===== src/logic/tzc_pkg.sv =====
package tzc_pkg;
  // ==========================================
  // clock and timing
  localparam longint unsigned CLK_HZ = 64'd25_000_000;
  localparam longint unsigned STATUS_PERIOD_S = 64'd3600;
  localparam longint unsigned STATUS_PERIOD_CYCLES = STATUS_PERIOD_S * CLK_HZ;

  // ==========================================
  // register offsets
  localparam logic [7:0] REG_CTRL = 8'h00;
  localparam logic [7:0] REG_STAT = 8'h04;
  localparam logic [7:0] REG_ZONE = 8'h08;
  localparam logic [7:0] REG_MEM = 8'h0c;

  // ==========================================
  // control field positions and reset
  localparam int CTRL_CODE_LSB = 0;
  localparam int CTRL_SYS_LSB = 8;
  localparam int CTRL_STATUS_KEY = 16;
  localparam int CTRL_RESTORE_KEY = 17;
  localparam int CTRL_AUTO_LSB = 18;
  localparam int CTRL_ALERT_LSB = 22;
  localparam int CTRL_ARMED = 25;
  localparam logic [31:0] CTRL_RESET = 32'h0000_0000;

  // ==========================================
  // status register field positions
  localparam int STAT_ILLEGAL_BIT = 3;
  localparam int STAT_FOREIGN_BIT = 4;
  localparam int STAT_SEEN_LSB = 8;

  // ==========================================
  // code switch layout and zone attributes
  localparam int ZONE_BITS = 3;
  localparam int CHAN_BITS = 5;
  localparam logic [7:0] ILLEGAL_CODE = 8'hff;
  localparam logic [7:0] EXIT_ENTRY_MASK = 8'h07;
  localparam logic [7:0] ALWAYS_RESTORE_MASK = 8'hc0;
  localparam logic [7:0] SEMI_SUPERVISED_MASK = 8'hc0;
  localparam int AUTO_OPT_FIRST = 2;
  localparam int ALERT_OPT_FIRST = 5;

  // ==========================================
  // report carrier
  typedef enum logic [1:0] {
    KIND_ALARM = 2'b00,
    KIND_RESTORE = 2'b01,
    KIND_STATUS = 2'b11,
    KIND_TEST = 2'b10
  } tzc_kind_t;

  typedef struct packed {
    tzc_kind_t kind;
    logic [7:0] system;
    logic [7:0] code;
    logic lowBattery;
    logic contactFault;
  } tzc_report_t;
endpackage


===== src/logic/tzc_zone_channel.sv =====
// Chosen here: the address map and register access over APB.
module tzc_zone_channel import tzc_pkg::*; #(
  parameter longint unsigned STATUS_CYCLES = STATUS_PERIOD_CYCLES
) (
  // clock and reset
  input wire logic clk,
  input wire logic rst,
  // apb slave
  input wire logic psel,
  input wire logic penable,
  input wire logic pwrite,
  input wire logic [7:0] paddr,
  input wire logic [31:0] pwdata,
  output logic [31:0] prdata,
  output logic pready,
  output logic pslverr,
  // transmitter side
  input wire logic contactPin,
  input wire logic lowBatteryIn,
  output tzc_report_t txReport,
  output logic txValid,
  // receiver side
  input wire tzc_report_t rxReport,
  input wire logic rxValid,
  output logic [7:0] zoneOut,
  output logic [2:0] rxZone,
  output logic [4:0] rxChannel
);
  // ==========================================
  // code decode helpers
  function automatic logic [2:0] zoneIndex(input logic [7:0] code);
    zoneIndex = code[7 -: ZONE_BITS];
  endfunction

  function automatic logic [4:0] chanIndex(input logic [7:0] code);
    chanIndex = code[CHAN_BITS-1:0];
  endfunction

  // ==========================================
  // registers
  logic [31:0] ctrl;
  logic [7:0] alarmMemory;
  logic [7:0] statusSeen;
  logic illegalSeen;
  logic foreignSeen;

  wire logic access = psel && penable && !pready;
  // writes land at the edge where the master sees pready high
  wire logic wrStrobe = psel && penable && pready && pwrite;
  wire logic mapped = (paddr == REG_CTRL) || (paddr == REG_STAT) || (paddr == REG_ZONE) || (paddr == REG_MEM);

  wire logic [7:0] mySystem = ctrl[CTRL_SYS_LSB +: 8];
  wire logic [7:0] myCode = ctrl[CTRL_CODE_LSB +: 8];
  wire logic statusKey = ctrl[CTRL_STATUS_KEY];
  wire logic restoreKey = ctrl[CTRL_RESTORE_KEY];
  wire logic armed = ctrl[CTRL_ARMED];

  // ==========================================
  // zone attribute masks
  logic [7:0] selfRestore;
  logic [7:0] unarmedAlert;
  always_comb begin
    selfRestore = ALWAYS_RESTORE_MASK;
    selfRestore[AUTO_OPT_FIRST +: 4] = ctrl[CTRL_AUTO_LSB +: 4];
    unarmedAlert = 8'h00;
    unarmedAlert[ALERT_OPT_FIRST +: 3] = ctrl[CTRL_ALERT_LSB +: 3];
  end

  // ==========================================
  // apb
  always_ff @(posedge clk or posedge rst) begin
    if (rst) begin
      pready <= 1'b0;
      pslverr <= 1'b0;
    end else begin
      pready <= access;
      pslverr <= access && !mapped;
    end
  end

  always_ff @(posedge clk or posedge rst) begin
    if (rst) begin
      prdata <= 32'h0000_0000;
    end else if (access && !pwrite) begin
      case (paddr)
        REG_CTRL: prdata <= ctrl;
        REG_STAT: prdata <= {16'h0000, statusSeen, 3'h0, foreignSeen, illegalSeen, rxZone};
        REG_ZONE: prdata <= {selfRestore, unarmedAlert, EXIT_ENTRY_MASK, zoneOut};
        REG_MEM: prdata <= {16'h0000, ~SEMI_SUPERVISED_MASK, alarmMemory};
        default: prdata <= 32'h0000_0000;
      endcase
    end
  end

  always_ff @(posedge clk or posedge rst) begin
    if (rst) begin
      ctrl <= CTRL_RESET;
    end else if (wrStrobe && paddr == REG_CTRL) begin
      ctrl <= pwdata;
    end
  end

  // ==========================================
  // contact input synchroniser
  logic [2:0] contactSync;
  logic contactState;
  always_ff @(posedge clk or posedge rst) begin
    if (rst) begin
      contactSync <= 3'h0;
      contactState <= 1'b0;
    end else begin
      contactSync <= {contactSync[1:0], contactPin};
      if (contactSync[1] == contactSync[2]) begin
        contactState <= contactSync[2];
      end
    end
  end

  wire logic next_contact = (contactSync[1] == contactSync[2]) ? contactSync[2] : contactState;
  wire logic restoreEvent = contactState && !next_contact;

  // ==========================================
  // transmitter reports
  logic [63:0] statusTimer;
  logic statusPending;
  wire logic statusTick = !statusKey && (statusTimer == STATUS_CYCLES - 64'd1);

  always_ff @(posedge clk or posedge rst) begin
    if (rst) begin
      statusTimer <= 64'd0;
    end else if (statusKey || statusTick) begin
      statusTimer <= 64'd0;
    end else begin
      statusTimer <= statusTimer + 64'd1;
    end
  end

  wire logic sendRestore = restoreEvent && !restoreKey;
  always_ff @(posedge clk or posedge rst) begin
    if (rst) begin
      statusPending <= 1'b0;
    end else if (statusTick && sendRestore) begin
      statusPending <= 1'b1;
    end else if (!sendRestore) begin
      statusPending <= 1'b0;
    end
  end

  always_ff @(posedge clk or posedge rst) begin
    if (rst) begin
      txValid <= 1'b0;
      txReport <= '0;
    end else begin
      txValid <= sendRestore || statusTick || statusPending;
      txReport.system <= mySystem;
      txReport.code <= myCode;
      txReport.lowBattery <= lowBatteryIn;
      txReport.contactFault <= next_contact;
      txReport.kind <= sendRestore ? KIND_RESTORE : KIND_STATUS;
    end
  end

  // ==========================================
  // receiver decode
  wire logic sysMatch = rxReport.system == mySystem;
  wire logic legal = rxReport.code != ILLEGAL_CODE;
  wire logic take = rxValid && sysMatch && legal;
  wire logic [2:0] zIdx = zoneIndex(rxReport.code);
  wire logic [7:0] zBit = 8'h01 << zIdx;

  always_ff @(posedge clk or posedge rst) begin
    if (rst) begin
      rxZone <= 3'h0;
      rxChannel <= 5'h00;
    end else if (take) begin
      rxZone <= zIdx;
      rxChannel <= chanIndex(rxReport.code);
    end
  end

  always_ff @(posedge clk or posedge rst) begin
    if (rst) begin
      illegalSeen <= 1'b0;
      foreignSeen <= 1'b0;
    end else begin
      if (rxValid && sysMatch && !legal) begin
        illegalSeen <= 1'b1;
      end else if (wrStrobe && paddr == REG_STAT && pwdata[STAT_ILLEGAL_BIT]) begin
        illegalSeen <= 1'b0;
      end
      if (rxValid && !sysMatch) begin
        foreignSeen <= 1'b1;
      end else if (wrStrobe && paddr == REG_STAT && pwdata[STAT_FOREIGN_BIT]) begin
        foreignSeen <= 1'b0;
      end
    end
  end

  // zone outputs: self-restoring zones return to normal on the next cycle
  always_ff @(posedge clk or posedge rst) begin
    if (rst) begin
      zoneOut <= 8'h00;
    end else begin
      zoneOut <= zoneOut & ~selfRestore;
      if (take && rxReport.kind == KIND_ALARM) begin
        zoneOut <= (zoneOut & ~selfRestore) | zBit;
      end else if (take && rxReport.kind == KIND_RESTORE) begin
        zoneOut <= zoneOut & ~selfRestore & ~zBit;
      end
    end
  end

  // alarm memory, set wins over write-one-to-clear
  wire logic [7:0] memSet = (take && rxReport.kind == KIND_ALARM && (armed || (unarmedAlert & zBit) != 8'h00))
    ? zBit : 8'h00;
  wire logic [7:0] memClr = (wrStrobe && paddr == REG_MEM) ? pwdata[7:0] : 8'h00;
  always_ff @(posedge clk or posedge rst) begin
    if (rst) begin
      alarmMemory <= 8'h00;
    end else begin
      alarmMemory <= (alarmMemory & ~memClr) | memSet;
    end
  end

  // supervised zones record each status report seen
  wire logic [7:0] seenSet = (take && rxReport.kind == KIND_STATUS)
    ? (zBit & ~SEMI_SUPERVISED_MASK) : 8'h00;
  wire logic [7:0] seenClr = (wrStrobe && paddr == REG_STAT) ? pwdata[STAT_SEEN_LSB +: 8] : 8'h00;
  always_ff @(posedge clk or posedge rst) begin
    if (rst) begin
      statusSeen <= 8'h00;
    end else begin
      statusSeen <= (statusSeen & ~seenClr) | seenSet;
    end
  end
endmodule


===== config.mk =====
export PLATFORM = sky130hd
export DESIGN_NAME = tzc_zone_channel
export DESIGN_NICKNAME = d
export VERILOG_FILES = /design/src/logic/tzc_pkg.sv /design/src/logic/tzc_zone_channel.sv
export SDC_FILE = /design/constraint.sdc
export NUM_CORES = 1
export LEC_CHECK = 0
export BUFFER_PORTS_ARGS = -buffer_cell sky130_fd_sc_hd__buf_2
export CORE_MARGIN = 2
export CORE_UTILIZATION = 57
export DETAILED_ROUTE_END_ITERATION = 7
export PLACE_DENSITY = 0.8
export SKIP_CTS_REPAIR_TIMING = 1
export SLEW_MARGIN = 20
export SYNTH_ARGS = -nofsm -noshare
export SYNTH_HDL_FRONTEND = slang
export SYNTH_SLANG_ARGS = --single-unit

===== constraint.sdc =====
create_clock -name clk -period 9.5 [get_ports clk]
set_clock_uncertainty 0.05 [all_clocks]
set_input_delay 2.375 -clock clk [delete_from_list [all_inputs] [get_ports clk]]
set_output_delay 2.375 -clock clk [all_outputs]
set_load 0.005 [all_outputs]

==> run metrics <==
outcome finished, final reports clean; GRT Resource Usage Total 0.265; die area 16300 um^2; CTS tree yes; Post-synth ARST share 1.00; Wirelength per Cell 18.0 um; Post-Route Setup TNS 0 ns; Warnings, synthesis 0; Post-Place Worst Slack 4.57 ns; period utilisation layout 0.474; DR vias/cell 5.98; input/output buffers 136; placed cell count 1106; Slew Limit Fails 0; CTS root buf clkbuf_16; Worst Hold End contactSync[1]; RSZ-0062 raised after global routing no; crit path launch type input port; Slew Limit Headroom 0.421; Post-Layout Cell Count 1139; power density cells 164 nW/um^2; clk_lat worst skew 0.44 ns; Hold Crit Start contactSync[0]; Num CTS Buffers 17; Hold Crit Depth 0; Worst IR Drop VDD 184 uV; DR iter-0 viols 537; remaining global-route overflow 0; DPL Wire Length 13900 um; Reg2Reg Setup Slack 6.56 ns; Die Ht 128 um; reg2reg end rxChannel[3]; cell taking the most area after synthesis dfrtp_1; H-tree depth 4; clk slew on worst S/H paths 0.07 ns; nets 1006; filler cell count 1156; Synth Instances 821; HP Class register to register; vias after detailed routing 6816; first-pass GRT wire length 33900 um; Final Hold Viols 0; top cells by count, synth dfrtp_1 (189), nor2_1 (80), nand2_1 (67); syn_area_per_cell 10.6 um^2; share of post-route cells with drive strength above 1 0.241; Seq/Total Area, Yosys 0.544; Yosys cell types 53; Hold WS 0.309 ns; synthesized area 8690 um^2; number of synthesized flops with an enable pin 0; Final GP Congestion 0.899; Ports 139; Top FF cell, synth dfrtp_1; Leakage 4.75 nW; initial core utilization 0.578; CP required 9.78 ns; top-count cell post-synth dfrtp_1; worst slew pin tran 0.862 ns; Critical Path AT 4.78 ns; DIE WIDTH 128 um; Worst R2R Path Depth 5; max_cap viols 0; clock sinks 189; Tmin final 4.50 ns; CP endpoint kind register; RR Startpoint ctrl[10]; crit path max fanout 9; Clock Path Buffers 2; Cell Area, Placed 9450 um^2; vias in the first global route 6671; initial antenna violation count 1; antenna viol nets, final 0; Finished Cell Area 10000 um^2; DRT Pass-1 Iters 5; DRC Markers 0; # rows 45; worst setup margin 5.00 ns; Final setup violation count 0; Seq cells post-synth 189; largest net degree at the start of global routing 109; CP Class input port to register; core area 15000 um^2; Area Growth Syn to Fin 15.4%; Synthesized Nets 890; Fmax achieved 222 MHz; Post-Route WL 20500 um; largest cells by area after synthesis dfrtp_1 (54%), mux2_2 (5.4%), nor2_1 (3.5%); Yosys top cell area share 0.544
[how the worst max path moves through the flow]
stage	from	to
3_5_place_dp	rxReport[12]	rxChannel[1]
3_3_place_gp	rxReport[12]	rxChannel[0]
5_1_grt	rxReport[13]	rxChannel[3]
4_1_cts	rxReport[12]	rxChannel[3]
2_1_floorplan	rst	alarmMemory[0]
6_report	rxReport[12]	rxChannel[3]
[state kept, by name (all words and copies together) (netlist names)]
| signal | flops |
|---|---|
| statusTimer | 64 |
| ctrl | 32 |
| prdata | 32 |
| txReport | 20 |
| alarmMemory | 8 |
| statusSeen | 8 |
| zoneOut | 8 |
| rxChannel | 5 |
| contactSync | 3 |
| rxZone | 3 |
| foreignSeen | 1 |
| illegalSeen | 1 |
| pready | 1 |
| pslverr | 1 |
| statusPending | 1 |
| txValid | 1 |
[per-stage QoR]
step	util	total power, mW
after floorplan	-	0.931
after global placement	0.629	0.965
after detailed placement	0.629	0.970
after CTS	0.667	1.66
after global routing	0.667	1.71
final	0.668	1.65
[cell families (layout without fill, tap and decap cells)]
kind of cell    Yosys count  in the layout  synth area share
other cells               1              2          0.000431
flops                   189            189             0.544
mux                      64             64            0.0826
buf+inv                  63            192            0.0312
xor+xnor                 54             54            0.0544
compound gates          109            109            0.0789
fa+ha+maj                 2              2           0.00259
simple gates            339            339             0.206
[critical path, stage by stage]
cell and delay [ns]:
buf_2 0.10, xor2_1 0.13, nor4_1 0.66, nand3_1 0.49
nor2_1 0.62, mux2_2 0.41
[cell usage in the layout (no fill, tap or decap), drive strengths merged, types with 6 or more instances in the layout]
master | synthesis | final
or4 | 12 | 12
buf | 14 | 140
and3 | 14 | 14
nand2b | 6 | 6
and4 | 9 | 9
clkbuf | 29 | 19
nor4 | 35 | 35
xnor2 | 29 | 29
xor2 | 25 | 25
mux2 | 42 | 42
o31ai | 9 | 9
dfrtp | 189 | 189
a22o | 13 | 13
nor2b | 7 | 7
o21ai | 49 | 49
nand2 | 67 | 67
nand4 | 30 | 30
nor3 | 22 | 22
mux2i | 20 | 20
nor2 | 80 | 80
or3 | 12 | 12
a21oi | 17 | 17
nand3 | 27 | 27
inv | 20 | 26
[where the power goes]
group | total [mW] | internal (mW) | switching, mW
combinational | 0.107 | 0.0430 | 0.0640
clock | 0.697 | 0.361 | 0.336
sequential | 0.846 | 0.825 | 0.0212
[routing by layer]
layer,GRT usage,wire length [um],up-vias
li1,-,-,3179
met1,0.340,8550,3389
met2,0.431,10100,196
met3,0.0653,1170,52
met4,0.118,694,0
met5,0,0,-
[final cells by class]
cell class	count	area, um^2	share of cell area
diodes	1	2.50	0.000249
clock buffers	19	453	0.0451
clock inverters	13	124	0.0123
inverters	20	82.6	0.00823
multi-input cells	569	3700	0.368
flip-flops and latches	189	4730	0.471
well taps	188	235	0.0234
repair buffers	140	714	0.0712
(Power assumes the default switching activity.)
